## src/logic/pfwm_pkg.sv

```systemverilog
/*
  constants, field layouts and carrier types of the fabric word mapper.
  assumes nothing of its surroundings; compiled before every module.
*/
`default_nettype none

package pfwm_pkg;

  // ----------------------------------------------------------------
  // word and bus widths
  // ----------------------------------------------------------------
  localparam int unsigned TXW      = 11;  // transmit word width
  localparam int unsigned RXW      = 16;  // receive word width
  localparam int unsigned RAWW     = 10;  // raw code group width
  localparam int unsigned TXBUS_W  = 44;  // four transmit words
  localparam int unsigned RXBUS_W  = 64;  // four receive words

  // ----------------------------------------------------------------
  // register map, byte addresses
  // ----------------------------------------------------------------
  localparam logic [11:0] CTRL_OFS = 12'h000;  // mode control
  localparam logic [11:0] STAT_OFS = 12'h004;  // sticky receive events
  localparam logic [11:0] RXW_OFS  = 12'h008;  // receive word 0 now
  localparam logic [11:0] TXW_OFS  = 12'h00C;  // transmit word 0 now

  // control bits and value after reset (decoder on)
  localparam int unsigned CTRL_SER = 0;
  localparam int unsigned CTRL_DBL = 1;
  localparam int unsigned CTRL_DEC = 2;
  localparam int unsigned CTRL_DRC = 3;
  localparam logic [3:0]  CTRL_RST = 4'h4;

  // status bits, write one to clear
  localparam int unsigned ST_CERR = 0;
  localparam int unsigned ST_DERR = 1;
  localparam int unsigned ST_UFL  = 2;
  localparam int unsigned ST_OFL  = 3;

  // ----------------------------------------------------------------
  // receive word fields
  // ----------------------------------------------------------------
  localparam int unsigned RXF_CTL  = 8;
  localparam int unsigned RXF_CERR = 9;
  localparam int unsigned RXF_ALN  = 10;
  localparam int unsigned RXF_DERR = 11;
  localparam int unsigned RXF_PAT  = 12;
  localparam int unsigned RXF_RM   = 13;  // low bit of two
  localparam int unsigned RXF_RD   = 15;

  // rate-match codes and underflow data values
  localparam logic [1:0] RM_NORM = 2'h0;
  localparam logic [1:0] RM_DEL  = 2'h1;
  localparam logic [1:0] RM_INS  = 2'h2;
  localparam logic [1:0] RM_OVF  = 2'h3;
  localparam logic [8:0] UFL_V1  = 9'h1FE;
  localparam logic [8:0] UFL_V2  = 9'h1F7;

  // ----------------------------------------------------------------
  // carriers
  // ----------------------------------------------------------------
  typedef struct packed {
    logic [RAWW-1:0] raw;      // undecoded code group
    logic [7:0]      data;     // decoded byte
    logic            ctl;      // control character
    logic            codeErr;  // code violation
    logic            aligned;  // alignment or sync status
    logic            dispErr;  // disparity error
    logic            patDet;   // alignment pattern seen
    logic [1:0]      rm;       // rate-match status
    logic            runDisp;  // running disparity
  } pfwm_sym_t;

  typedef struct packed {
    logic dynRecfg;
    logic decEn;
    logic dblWord;
    logic serEn;
  } pfwm_mode_t;

  typedef struct packed {
    logic [1:0]     mask;  // valid words
    logic [TXW-1:0] w1;
    logic [TXW-1:0] w0;
  } pfwm_pmatx_t;

  typedef struct packed {
    logic        psel;
    logic        penable;
    logic        pwrite;
    logic [11:0] paddr;
    logic [31:0] pwdata;
  } pfwm_apbreq_t;

  typedef struct packed {
    logic [31:0] prdata;
    logic        pready;
    logic        pslverr;
  } pfwm_apbrsp_t;

endpackage : pfwm_pkg

`default_nettype wire

```

## src/logic/pfwm_mapper.sv

```systemverilog
/*
  fabric word mapper for one lane: places transmit words from the mac
  onto the coding sublayer beat by beat, and gathers decoded receive
  symbols into the 64-bit receive bus; mode and status over apb.
  assumes one clock, symbols delivered every clock, apb master in the
  same domain, and mac inputs synchronous to clk.
*/
// Register access over APB and the register addresses are this design's own decisions.
`timescale 1ns/1ps
`default_nettype none

// Summary of operation
// - single, no serializer: tx bits 10:0
// - single, serializer: tx 32:22 and 10:0
// - double, no serializer: tx bits 21:0
// - double, serializer: tx bits 43:0
// - serializer halves word rate, doubles width
// - receive words are a streaming source
// - receive words valid every receive clock
// - decoded byte 7:0, control flag bit 8
// - bit 9 code violation, bit 10 alignment
// - bit 11 disparity error, bit 12 pattern
// - bits 14:13 rate match, underflow values
// - no decoder, no reconfig: fabric width
// - bypass with reconfig: raw group 9:0
// - bypass with reconfig: bit 10 sync, 11-14 kept
// - bypass with reconfig: bit 15 running disparity
// - receive clock output, words synchronous
// - rx words at 15:0, 47:32, 31:0, 63:0
// - transmit words taken with no backpressure
module pfwm_mapper #(
  parameter int unsigned TX_BUS_W = 44,  // transmit bus width
  parameter int unsigned RX_BUS_W = 64   // receive bus width
) (
  input  wire logic                  clk,
  input  wire logic                  rstn,
  input  wire pfwm_pkg::pfwm_apbreq_t apbReq,
  output var  pfwm_pkg::pfwm_apbrsp_t apbRsp,
  input  wire logic [TX_BUS_W-1:0]   txData,
  output logic                       txClkEn,
  output var  pfwm_pkg::pfwm_pmatx_t  pmaTx,
  input  wire pfwm_pkg::pfwm_sym_t    pmaSym0,
  input  wire pfwm_pkg::pfwm_sym_t    pmaSym1,
  output logic [RX_BUS_W-1:0]        rxData,
  output logic                       rxClkEn
);
  import pfwm_pkg::*;

  // ----------------------------------------------------------------
  // elaboration checks
  // ----------------------------------------------------------------
  if (TX_BUS_W != 4 * TXW) begin : g_txw_chk
    $error("transmit bus must hold four words");
  end
  if (RX_BUS_W != 4 * RXW) begin : g_rxw_chk
    $error("receive bus must hold four words");
  end

  // ----------------------------------------------------------------
  // state
  // ----------------------------------------------------------------
  typedef struct packed {
    logic                phase;   // serializer beat
    pfwm_mode_t          mode;    // software mode
    logic [3:0]          sticky;  // receive events
    logic [RX_BUS_W-1:0] rxBus;   // receive bus
    logic [2*RXW-1:0]    rxLow;   // first beat words
    logic                rxStb;   // new receive words
    pfwm_pmatx_t         tx;      // beat to coder
    logic [2*TXW-1:0]    txHold;  // second beat words
    logic [31:0]         prdata;  // read data
    logic                pslverr; // unmapped address
  } pfwm_st_t;

  pfwm_st_t state;       // registered copy
  pfwm_st_t next_state;  // next value

  // ----------------------------------------------------------------
  // receive word formation
  // ----------------------------------------------------------------
  logic [RXW-1:0] rxWord0;   // word from symbol 0
  logic [RXW-1:0] rxWord1;   // word from symbol 1
  logic           ufl0;      // symbol 0 underflow
  logic           ufl1;      // symbol 1 underflow

  pfwm_rx_pack u_pack0 (
    .sym       (pmaSym0),
    .mode      (state.mode),
    .word      (rxWord0),
    .underflow (ufl0)
  );

  pfwm_rx_pack u_pack1 (
    .sym       (pmaSym1),
    .mode      (state.mode),
    .word      (rxWord1),
    .underflow (ufl1)
  );

  // ----------------------------------------------------------------
  // bus decode
  // ----------------------------------------------------------------
  logic setupRd;  // setup phase of any transfer
  logic ctrlWr;   // control write takes effect
  logic statWr;   // status clear takes effect
  logic mapped;   // address hits a register

  always_comb begin
    setupRd = apbReq.psel && !apbReq.penable;
    ctrlWr  = apbReq.psel && apbReq.penable && apbReq.pwrite &&
              (apbReq.paddr == CTRL_OFS);
    statWr  = apbReq.psel && apbReq.penable && apbReq.pwrite &&
              (apbReq.paddr == STAT_OFS);
    mapped  = (apbReq.paddr == CTRL_OFS) || (apbReq.paddr == STAT_OFS) ||
              (apbReq.paddr == RXW_OFS)  || (apbReq.paddr == TXW_OFS);
  end

  // ----------------------------------------------------------------
  // helpers
  // ----------------------------------------------------------------
  // upper bits unused for raw words under reconfiguration
  function automatic logic [TXW-1:0] fixTx(
    input logic [TXW-1:0] w,
    input pfwm_mode_t     m
  );
    logic [TXW-1:0] r;
    r = w;
    if (!m.decEn && m.dynRecfg) begin
      r = {3'h0, w[7:0]};
    end
    return r;
  endfunction : fixTx

  logic [3:0] rxEvt;   // events seen this clock
  logic       doubleW; // double-word bus

  always_comb begin
    doubleW = state.mode.dblWord;
    rxEvt   = 4'h0;
    if (state.mode.decEn) begin
      rxEvt[ST_CERR] = pmaSym0.codeErr || (doubleW && pmaSym1.codeErr);
    end
    rxEvt[ST_DERR] = pmaSym0.dispErr || (doubleW && pmaSym1.dispErr);
    rxEvt[ST_UFL]  = ufl0 || (doubleW && ufl1);
    rxEvt[ST_OFL]  = (pmaSym0.rm == RM_OVF) ||
                     (doubleW && (pmaSym1.rm == RM_OVF));
  end

  // ----------------------------------------------------------------
  // next state
  // ----------------------------------------------------------------
  always_comb begin
    next_state = state;
    // transmit words sampled on every beat that is not a second half
    txClkEn = !state.mode.serEn || !state.phase;

    // serializer beat toggles only with the serializer on
    next_state.phase = state.mode.serEn ? !state.phase : 1'b0;

    // ---- transmit placement ----
    if (txClkEn) begin
      // first beat: words 0 and 1
      next_state.tx.w0   = fixTx(txData[TXW-1:0], state.mode);
      next_state.tx.w1   = doubleW ?
                           fixTx(txData[2*TXW-1:TXW], state.mode) :
                           '0;
      next_state.tx.mask = {doubleW, 1'b1};
      // words 2 and 3 wait for the second beat
      next_state.txHold[TXW-1:0] =
        fixTx(txData[3*TXW-1:2*TXW], state.mode);
      next_state.txHold[2*TXW-1:TXW] = doubleW ?
        fixTx(txData[4*TXW-1:3*TXW], state.mode) : '0;
    end else begin
      // second beat from the hold register
      next_state.tx.w0   = state.txHold[TXW-1:0];
      next_state.tx.w1   = state.txHold[2*TXW-1:TXW];
      next_state.tx.mask = {doubleW, 1'b1};
    end

    // ---- receive placement ----
    next_state.rxStb = !state.mode.serEn || state.phase;
    if (!state.mode.serEn) begin
      // one beat makes the whole word set
      next_state.rxBus = {32'h0000_0000,
                          doubleW ? rxWord1 : 16'h0000,
                          rxWord0};
    end else if (!state.phase) begin
      // first beat parked as words 0 and 1
      next_state.rxLow = {doubleW ? rxWord1 : 16'h0000, rxWord0};
    end else begin
      // second beat lands as words 2 and 3
      next_state.rxBus = {doubleW ? rxWord1 : 16'h0000,
                          rxWord0, state.rxLow};
    end

    // ---- sticky events, set beats clear ----
    next_state.sticky = state.sticky;
    if (statWr) begin
      next_state.sticky = state.sticky & ~apbReq.pwdata[3:0];
    end
    next_state.sticky = next_state.sticky | rxEvt;

    // ---- control write ----
    if (ctrlWr) begin
      next_state.mode  = apbReq.pwdata[3:0];
      next_state.phase = 1'b0;  // restart on a clean beat
    end

    // ---- read data captured in setup ----
    if (setupRd) begin
      next_state.pslverr = !mapped;
      case (apbReq.paddr)
        CTRL_OFS: next_state.prdata = {28'h0, state.mode};
        STAT_OFS: next_state.prdata = {28'h0, state.sticky};
        RXW_OFS:  next_state.prdata = {16'h0, state.rxBus[RXW-1:0]};
        TXW_OFS:  next_state.prdata = {21'h0, state.tx.w0};
        default:  next_state.prdata = 32'h0000_0000;
      endcase
    end
  end

  // ----------------------------------------------------------------
  // registers
  // ----------------------------------------------------------------
  always_ff @(posedge clk or negedge rstn) begin
    if (!rstn) begin
      state        <= '0;
      state.mode   <= CTRL_RST;
    end else begin
      state <= next_state;
    end
  end

  // ----------------------------------------------------------------
  // outputs
  // ----------------------------------------------------------------
  always_comb begin
    rxData         = state.rxBus;   // valid each clock that rxClkEn is high
    rxClkEn        = state.rxStb;   // receive clock as enable
    pmaTx          = state.tx;
    apbRsp.prdata  = state.prdata;
    apbRsp.pslverr = state.pslverr;
    apbRsp.pready  = 1'b1;          // zero wait states
  end

  // ----------------------------------------------------------------
  // checks
  // ----------------------------------------------------------------
  property p_tx_single;
    @(posedge clk) disable iff (!rstn)
    (txClkEn && !state.mode.serEn && !doubleW && !ctrlWr)
      |=> (pmaTx.mask == 2'b01) && (pmaTx.w1 == '0) &&
          (pmaTx.w0 == fixTx($past(txData[10:0]), state.mode));
  endproperty
  a_tx_single: assert property (p_tx_single)
    else $error("single-word transmit placement wrong");

  property p_tx_ser_single;
    @(posedge clk) disable iff (!rstn)
    (txClkEn && state.mode.serEn && !doubleW && !ctrlWr) ##1 !ctrlWr
      |=> pmaTx.w0 == fixTx($past(txData[32:22], 2), state.mode);
  endproperty
  a_tx_ser_single: assert property (p_tx_ser_single)
    else $error("word 2 missing on second beat");

  property p_tx_dbl;
    @(posedge clk) disable iff (!rstn)
    (txClkEn && !state.mode.serEn && doubleW && !ctrlWr)
      |=> (pmaTx.mask == 2'b11) &&
          (pmaTx.w1 == fixTx($past(txData[21:11]), state.mode));
  endproperty
  a_tx_dbl: assert property (p_tx_dbl)
    else $error("word 1 placement wrong");

  property p_tx_dbl_ser;
    @(posedge clk) disable iff (!rstn)
    (txClkEn && state.mode.serEn && doubleW && !ctrlWr) ##1 !ctrlWr
      |=> pmaTx.w1 == fixTx($past(txData[43:33], 2), state.mode);
  endproperty
  a_tx_dbl_ser: assert property (p_tx_dbl_ser)
    else $error("word 3 missing on second beat");

  property p_half_rate;
    @(posedge clk) disable iff (!rstn)
    (state.mode.serEn && txClkEn && !ctrlWr) |=> !txClkEn ##1 txClkEn;
  endproperty
  a_half_rate: assert property (p_half_rate)
    else $error("serializer beat rate wrong");

  property p_no_stall;
    @(posedge clk) disable iff (!rstn)
    !state.mode.serEn |-> txClkEn;
  endproperty
  a_no_stall: assert property (p_no_stall)
    else $error("transmit stalled");

  property p_rx_every;
    @(posedge clk) disable iff (!rstn)
    (!state.mode.serEn && !ctrlWr) |=> rxClkEn;
  endproperty
  a_rx_every: assert property (p_rx_every)
    else $error("receive word not presented");

  property p_rx_place;
    @(posedge clk) disable iff (!rstn)
    (rxClkEn && !doubleW && !$past(ctrlWr) && !$past(ctrlWr, 2))
      |-> (rxData[31:16] == '0) && (rxData[63:48] == '0);
  endproperty
  a_rx_place: assert property (p_rx_place)
    else $error("unused receive words not zero");

  property p_rx_dec;
    @(posedge clk) disable iff (!rstn)
    (!state.mode.serEn && state.mode.decEn && !ctrlWr)
      |=> rxData[8:0] == $past({pmaSym0.ctl, pmaSym0.data});
  endproperty
  a_rx_dec: assert property (p_rx_dec)
    else $error("decoded byte or flag misplaced");

  property p_rx_rd;
    @(posedge clk) disable iff (!rstn)
    (!state.mode.serEn && state.mode.decEn && !ctrlWr)
      |=> rxData[15] == $past(pmaSym0.runDisp);
  endproperty
  a_rx_rd: assert property (p_rx_rd)
    else $error("running disparity not in bit 15");

  property p_ufl;
    @(posedge clk) disable iff (!rstn)
    ufl0 |=> state.sticky[ST_UFL] ##1 (state.sticky[ST_UFL] || $past(statWr));
  endproperty
  a_ufl: assert property (p_ufl)
    else $error("underflow not held");

endmodule : pfwm_mapper

`default_nettype wire

```

## src/logic/pfwm_rx_pack.sv

```systemverilog
/*
  forms one 16-bit receive word from one decoded symbol.
  assumes the mode bits are stable around the sampling edge.
*/
`timescale 1ns/1ps
`default_nettype none

module pfwm_rx_pack (
  input  wire pfwm_pkg::pfwm_sym_t  sym,
  input  wire pfwm_pkg::pfwm_mode_t mode,
  output logic [15:0]               word,
  output logic                      underflow
);
  import pfwm_pkg::*;

  // ----------------------------------------------------------------
  // field mapping
  // ----------------------------------------------------------------
  always_comb begin
    word = 16'h0000;
    if (mode.decEn) begin
      // decoded byte and control flag
      word[7:0]      = sym.data;
      word[RXF_CTL]  = sym.ctl;
      word[RXF_CERR] = sym.codeErr;
      word[RXF_ALN]  = sym.aligned;
    end else if (mode.dynRecfg) begin
      // raw group plus sync status
      word[RAWW-1:0] = sym.raw;
      word[RXF_ALN]  = sym.aligned;
    end else begin
      // plain fabric width, nothing else
      word[RAWW-1:0] = sym.raw;
    end
    if (mode.decEn || mode.dynRecfg) begin
      word[RXF_DERR]       = sym.dispErr;
      word[RXF_PAT]        = sym.patDet;
      word[RXF_RM+1:RXF_RM] = sym.rm;
      word[RXF_RD]         = sym.runDisp;
    end
  end

  // insertion code read as underflow on the two fill values
  always_comb begin
    underflow = (sym.rm == RM_INS) &&
                (({sym.ctl, sym.data} == UFL_V1) ||
                 ({sym.ctl, sym.data} == UFL_V2));
  end

endmodule : pfwm_rx_pack

`default_nettype wire

```

## config.mk

```make
export PLATFORM = sky130hd
export DESIGN_NAME = pfwm_mapper
export DESIGN_NICKNAME = d
export VERILOG_FILES = /design/src/logic/pfwm_pkg.sv /design/src/logic/pfwm_mapper.sv /design/src/logic/pfwm_rx_pack.sv
export SDC_FILE = /design/constraint.sdc
export NUM_CORES = 1
export LEC_CHECK = 0
export BUFFER_PORTS_ARGS = -buffer_cell sky130_fd_sc_hd__buf_2
export CAP_MARGIN = 20
export CELL_PAD_IN_SITES_DETAIL_PLACEMENT = 0
export CELL_PAD_IN_SITES_GLOBAL_PLACEMENT = 1
export CORE_ASPECT_RATIO = 0.5
export CORE_UTILIZATION = 39
export CTS_CLUSTER_SIZE = 40
export DETAILED_ROUTE_END_ITERATION = 8
export HOLD_SLACK_MARGIN = 0.02
export PLACE_DENSITY_LB_ADDON = 0.1
export SETUP_SLACK_MARGIN = 0.2
export SLEW_MARGIN = 40
export SYNTH_ARGS = -nofsm -noshare
export SYNTH_HDL_FRONTEND = slang
export SYNTH_SLANG_ARGS = --single-unit
```

## constraint.sdc

```tcl
create_clock -name clk -period 1.9 [get_ports clk]
set_clock_uncertainty 0.2 [all_clocks]
set_input_delay 0.475 -clock clk [delete_from_list [all_inputs] [get_ports clk]]
set_output_delay 0.475 -clock clk [all_outputs]
set_load 0.05 [all_outputs]
```

Word level (Yosys, flattened, before mapping). Index checks and enable logic that the tools add are counted.

Add/sub/neg operators: 0. Multipliers: 0. Div/mod/pow operators: 0. Order comparisons: 0. Eq/ne operators: 12. Shift operators: 0. Muxes and demuxes: 21. Bitwise operators: 4. Reduce and logical (&&, ||, !) cells: 31.

Operator list (number): $mux W64 (2); $mux W11 (8); $pmux W16 S4 (1); $eq A9 B9 Y1 const B (4); $eq A12 B4 Y1 const B (2); $mux W22 (1); $mux W16 (1); $mux W5 (3); $eq A12 B3 Y1 const B (1); $logic_and A1 B1 Y1 (12); $logic_not A12 Y1 (1); $logic_or A1 B1 Y1 (12); $eq A2 B2 Y1 const B (4); $logic_not A1 Y1 (5); $and A4 B4 Y4 (1); $mux W1 (4); $mux W4 (1); $not A4 Y4 (1); $or A4 B4 Y4 (1); $ne A2 B1 Y1 const B (1); $reduce_and A2 Y1 (1); $not A1 Y1 (1).

Register bits: 185. Bits in latches: 0. RAM bits: 0. ROM bits: 0. Input bits: 145. Output and inout bits: 124. Word-level logic and storage cells: 83. Memories kept: 0.

Longest topological paths before layout. Gate-level depths: netlist of the first run.

Word-level depth: 6. Depth in mapped cells: 8. Mapped depth without buffers: 4.

By module. From an unflattened synthesis of the first run, not the netlist that was laid out.

Cells, all modules: 757. Area total of the unflattened synthesis: 8363.0 um2.

By module, submodules not included: pfwm_mapper (instances 1, cells an instance 711, area an instance 7872.6 um2); pfwm_rx_pack (instances 2, cells an instance 23, area an instance 245.2 um2).

Worst setup path after synthesis of the first run. OpenSTA, ideal clock, no wires.

Kind: flip-flop to output port. Start point: register state[184] (netlist bit). End point: output txClkEn. Arrival time: 1.364 ns. Setup slack: -0.139 ns. Stages on the path, launching flop included: 5. Path buffers: 2. Path through: dfrtp_1 buf_2 and2_1 clkinv_1 clkbuf_1.

Longest elaborated chain between the ends: 2.

Ends and longest elaborated chain: from (decl) (RTL line pfwm_mapper.sv:75) `pfwm_st_t state;`; from (signal assigned) (RTL line pfwm_mapper.sv:230) `state <= next_state;`; $logic_not A1 Y1; $logic_or A1 B1 Y1 (RTL line pfwm_mapper.sv:155) `txClkEn = !state.mode.serEn || !state.phase;`; to (decl) (RTL line pfwm_mapper.sv:40) `output logic txClkEn,`.

Every way passes these cells.

Worst setup path after layout of the first run. Ends and elaborated chain as after synthesis.

==> qor.txt, run 1 <==
GR Util All Layers -> 0.203
Tmin final -> 1960 ps
Crit. End Element -> output port
P_leak -> 5.50 nW
total CTS buffers -> 17
Overall Power -> 8.05 mW
Crit Path Max Fanout -> 2
H-Tree Depth -> 4
routability congestion estimate -> 0.745
GR peak layer -> met2
Initial Utilization -> 0.404
Fin Hold WS -> 46.7 ps
Largest stage delay, worst path -> 490 ps
die area -> 22200 um^2
Detailed Route WL -> 22.0 mm
largest net degree at the start of global routing -> 60
cell-internal power -> 6.06 mW
routed length per placed instance -> 17.7 um
GR Util met1 -> 0.281
Sw Ratio -> 0.247
via count -> 6069
Cell Chain, Critical Path -> and2_4 -> clkinv_4 -> buf_8
Setup crit start kind -> flop
max-cap violations -> 0
dominant synthesized flop cell -> dfrtp_1
count leader, synth -> dfrtp_1
top cells by area, synth -> dfrtp_1 (50%), buf_4 (11%), nand2_1 (6.1%), a22o_1 (4.5%), mux2_2 (4.3%)
Chip Height -> 106 um
Reg power frac -> 0.459
mapped cell area -> 8430 um^2
Layout Nets -> 1084
Via-to-Cell Ratio -> 4.88
Clock Pin Slew Worst Setup and Hold Paths -> 70 ps
I/O Buffers -> 223
critical path type -> flop to output port
total grt overflow -> 0
Setup WS pre-CTS -> -108 ps
failing checks -> setup timing
proportion of layout cells with a drive suffix above 1 -> 0.459
IO Pins -> 269
Root Buffer -> clkbuf_16
Clk pwr share -> 0.451
met2 Use GR -> 0.312
Area after DPL -> 9160 um^2
status -> finished with violations
initial antenna violation count -> 0
first-pass iteration count of the detailed router -> 6
Core ar. -> 20900 um^2
FF+latch count, synth -> 169
Final Cycle Share -> 1.03
Psw -> 1.99 mW
logic gate share of total power -> 0.090
ant diodes -> 0
CTS tree -> built
FP Rows -> 37
final hold viol count -> 0
fin. max-slew vios -> 0
average footprint of a synthesized cell -> 10.8 um^2
DR DRC count -> 0
first-pass GRT wire length -> 34.0 mm
DRT antenna net count -> 0
EDFF count, synth -> 0
initial DRC count -> 328
area leader, netlist -> dfrtp_1
synth cell count leaders -> dfrtp_1 (168), nand2_1 (136), buf_4 (127)
# clock sinks -> 169
worst setup margin -> -57.5 ps
vias in the first global route -> 6076
Max Freq -> 511 MHz
critical path arrival -> 1280 ps
hpwl dp -> 15.1 mm
endpoints failing setup -> 1
Pwr Density -> 722 nW/um^2
CTS max path bufs -> 2
Unique masters post-synth -> 57
VDD IR max -> 495 uV
die width -> 210 um
Worst Path Buf+Inv -> 2
Crit path required time -> 1220 ps
Worst Hold Class -> primary input to flop
Synth top area share -> 0.499
Yosys warning total -> 0
sequential-to-total area share from yosys stat -> 0.502
Syn-to-layout area delta -> 32.3%
post-route cell area -> 11200 um^2
unrepaired setup endpoints after global routing -> yes
Async SR Flop Fraction -> 1.00
CP delay by family, top -> flip-flops
Gate Count Post-Synth -> 782
Clock Latency Late Sink -> 430 ps
M3 GR Usage -> 0.0511
slowest CP cell -> dfrtp_4
-- registers in the layout, summed over array words and instances, names as in the netlist --
| register | cells |
|---|---|
| doubleW | 1 |
| state | 62 |
| apbRsp | 17 |
| pmaTx | 24 |
| rxClkEn | 1 |
| rxData | 64 |
-- path summary, 6_finish.rpt --
path / startpoint / end / slack, ps / depth (start not counted)
worst max-delay path: state[184]$_DFF_PN0_ / txClkEn / -60 / 3
max in group asynchronous: rstn / rxData[8]$_DFFE_PN0N_ / 560 / 3
min in group asynchronous: rstn / state[40]$_DFFE_PN0N_ / 310 / 2
worst min-delay path: txData[24] / state[35]$_DFFE_PN0N_ / 50 / 3
worst max register to register: state[182]$_DFFE_PN1P_ / state[100]$_DFFE_PN0P_ / 170 / 5
worst min register to register: state[37]$_DFFE_PN0N_ / pmaTx[4]$_DFF_PN0_ / 260 / 2
-- cells in the final DEF, fill, tap and decap left out, types with 3 or more instances in the layout --
cell and instances:
dfrtp_1 159, nand2_1 126, buf_2 115, buf_6 95
buf_4 64, a22o_1 43, o21ai_1 31, mux2_2 22
mux2i_1 20, conb_1 18, clkbuf_16 18, o21ai_0 17
mux2_4 14, nand2b_1 14, nand4_1 10, inv_1 10
mux2i_4 10, o211a_1 10, buf_12 10, nand3_1 8
a21boi_1 8, dfrtp_2 8, nor4bb_1 7, nor2b_1 7
nand2_4 7, o21ai_2 7, o211ai_2 7, nand3_2 7
buf_8 7, clkinvlp_4 6, a21boi_2 4, clkinv_4 3
nor4_4 3, nand2_2 3, mux4_2 3, bufinv_16 3
-- routing by layer --
metal	routed length (um)	share of wire
met3	1050	0.047
met5	0	0
met2	10200	0.46
met4	312	0.014
met1	10500	0.47
-- stage by stage --
stage / setup TNS, ps / util / std cells
6_report: -57.5 / 0.534 / 1244
5_1_grt: -89.3 / 0.534 / 1244
4_1_cts: -81.9 / 0.522 / 1233
3_5_place_dp: -780 / 0.438 / 1174
3_3_place_gp: -512 / 0.438 / 1174
2_1_floorplan: 0 / - / 798
-- tightest hold or removal path, cell delays in order --
cell and delay, ps:
buf_2 80, nand2_1 40, nand2_1 50
-- power by group through the flow --
stage / sequential (mW) / clock (mW) / combinational (mW)
finish: 3.69 / 3.63 / 0.724
global placement: 3.76 / 0 / 0.617
global route: 3.70 / 3.86 / 0.782
floorplan: 3.74 / 0 / 0.367
CTS: 3.69 / 3.73 / 0.722
detailed placement: 3.76 / 0 / 0.621
-- layout make-up --
| cell class | instances | area [um^2] |
|---|---|---|
| clock buffer | 19 | 443 |
| clock inverter | 13 | 170 |
| timing repair buffer | 296 | 2530 |
| fill | 1911 | 9730 |
| sequential | 169 | 4240 |
| multi-input combinational | 443 | 3350 |
| inverter | 12 | 50.0 |
| tap | 292 | 365 |
-- cells by family (layout without fill, tap and decap cells) --
family                 after synthesis  after routing  synth area share
XOR/XNOR                             2              2           0.00208
AND/OR/NAND/NOR                    213            213             0.128
buffers and inverters              186            340             0.148
flip-flops                         169            169             0.502
other                                2             18          0.000891
multiplexers                        70             70            0.0966
AO/OA/AOI/OAI                      140            140             0.123
-- what timing repair did --
item	CTS	global route
gates resized for setup	271	62
endpoints found under the hold margin	28	0
pin swaps	2	3
setup buffers	23	10
hold buffers	2	0
gates cloned	2	1
setup endpoints to repair	165	146
No activity file was read; power rests on OpenSTA's default activity.
==> run 2: changes to the inputs <==
- clock period: 1.9 -> 2.01 ns (I/O delays scaled with it)
==> qor.txt, run 2 (synthesis gave the netlist of run 1 again) <==
status -> completed
post-route insts no fill -> 1208
H-Tree Depth -> 4
CTS max path bufs -> 2
max reg flops -> 64
critical path arrival -> 1250 ps
Crit path required time -> 1310 ps
fin. max-slew vios -> 0
worst setup margin -> 54.7 ps
reg-to-reg endpoint -> pmaTx[19]$_DFF_PN0_
Tmin final -> 1960 ps
crit path to -> txClkEn
total CTS buffers -> 17
first-pass GRT wire length -> 33.3 mm
ant diodes -> 0
Via-to-Cell Ratio -> 4.82
Clock Pin Slew Worst Setup and Hold Paths -> 70 ps
Pwr Density -> 749 nW/um^2
hpwl dp -> 15.2 mm
Worst Hold Class -> primary input to flop
routability congestion estimate -> 0.758
r2r setup slk -> 260 ps
proportion of layout cells with a drive suffix above 1 -> 0.394
P_leak -> 5.08 nW
Layout Nets -> 1048
Core ar. -> 20900 um^2
Final Cycle Share -> 0.973
CTS tree -> built
Setup WS pre-CTS -> 8.68 ps
first-pass iteration count of the detailed router -> 4
endpoints failing setup -> 0
post-route cell area -> 9970 um^2
largest net degree at the start of global routing -> 60
FP Rows -> 37
met2 WL -> 10.2 mm
Final Util -> 0.477
max-cap violations -> 0
Crit Path Max Fanout -> 2
reg2reg start -> state[184]$_DFF_PN0_
DRT met1 WL -> 10.5 mm
initial DRC count -> 315
routed wl met3 -> 1.02 mm
unrepaired setup endpoints after global routing -> yes
Setup crit start kind -> flop
Overall Power -> 7.47 mW
Crit. End Element -> output port
DR DRC count -> 0
die width -> 210 um
dpl cells -> 1169
CP Launch Point -> state[184]$_DFF_PN0_
critical path type -> flop to output port
setup tns final -> 0 ps
total grt overflow -> 0
FF-to-FF path depth -> 5
Top Metal Used -> met4
I/O Buffers -> 223
# clock sinks -> 169
most frequent cells in the layout -> buf_2 (188), dfrtp_1 (161), nand2_1 (136), a22o_1 (43), buf_4 (37)
GR Util All Layers -> 0.197
DRT antenna net count -> 0
VDD IR max -> 531 uV
initial antenna violation count -> 0
Detailed Route WL -> 21.8 mm
Fin Hold WS -> 71.8 ps
Clock Latency Late Sink -> 430 ps
Syn-to-layout area delta -> 18.3%
IO Pins -> 269
Area after DPL -> 9090 um^2
commonest non-fill, non-tap cell in the layout -> buf_2
Max Freq -> 511 MHz
routed length per placed instance -> 18.1 um
die area -> 22200 um^2
via count -> 5817
final hold viol count -> 0
Initial Utilization -> 0.404
vias in the first global route -> 5852
Root Buffer -> clkbuf_16
Chip Height -> 106 um
## run 2: cell count changes in the layout (fill, tap and decap cells not counted), sizes merged
cell,previous run,this run
clkbuf,20,37
inv,13,14
bufinv,3,2
clkinv,3,4
buf,293,242
dlygate4sd3,2,1
clkinvlp,6,4
## run 2: worst min-delay path by stage
stage	depth (start not counted)	slack, ps	endpoint	start
2_1_floorplan	0	7	apbRsp[0]$_DFFE_PN0P_	rstn
3_3_place_gp	1	190	state[38]$_DFFE_PN0N_	rstn
3_5_place_dp	1	190	state[39]$_DFFE_PN0N_	rstn
4_1_cts	3	60	state[40]$_DFFE_PN0N_	txData[29]
5_1_grt	3	60	state[40]$_DFFE_PN0N_	txData[29]
6_report	3	70	state[40]$_DFFE_PN0N_	txData[29]
## run 2: what timing repair did
| item | in CTS | in global routing |
|---|---|---|
| hold buffers | 1 | 0 |
| endpoints found under the hold margin | 18 | 0 |
| setup buffers | 2 | 1 |
| gates cloned | 0 | 3 |
| pin swaps | 0 | 0 |
| gates resized for setup | 34 | 27 |
| endpoints found under the setup margin | 22 | 74 |
## run 2: where the power goes
part           internal (mW)  switching (mW)
Sequential              3.45          0.0357
Clock                   1.95            1.45
Combinational          0.203           0.381
## run 2: worst max-delay path, cell delays in order (launching register included)
cell      delay [ps]
dfrtp_4          470
and2_4           170
clkinv_4          60
buf_8            130
## run 2: final cells by class
class / count / area (um^2)
clock buffer: 20 / 467
tap: 292 / 365
multi-input combinational: 443 / 3030
clock inverter: 12 / 139
timing repair buffer: 260 / 1670
sequential: 169 / 4240
fill: 2019 / 10900
inverter: 12 / 52.6
## run 2: layer usage
layer  global-route usage  up-vias
li1                     -     2792
met5                    0        -
met4               0.0501        0
met3               0.0526       12
met1                0.272     2882
met2                0.309      131
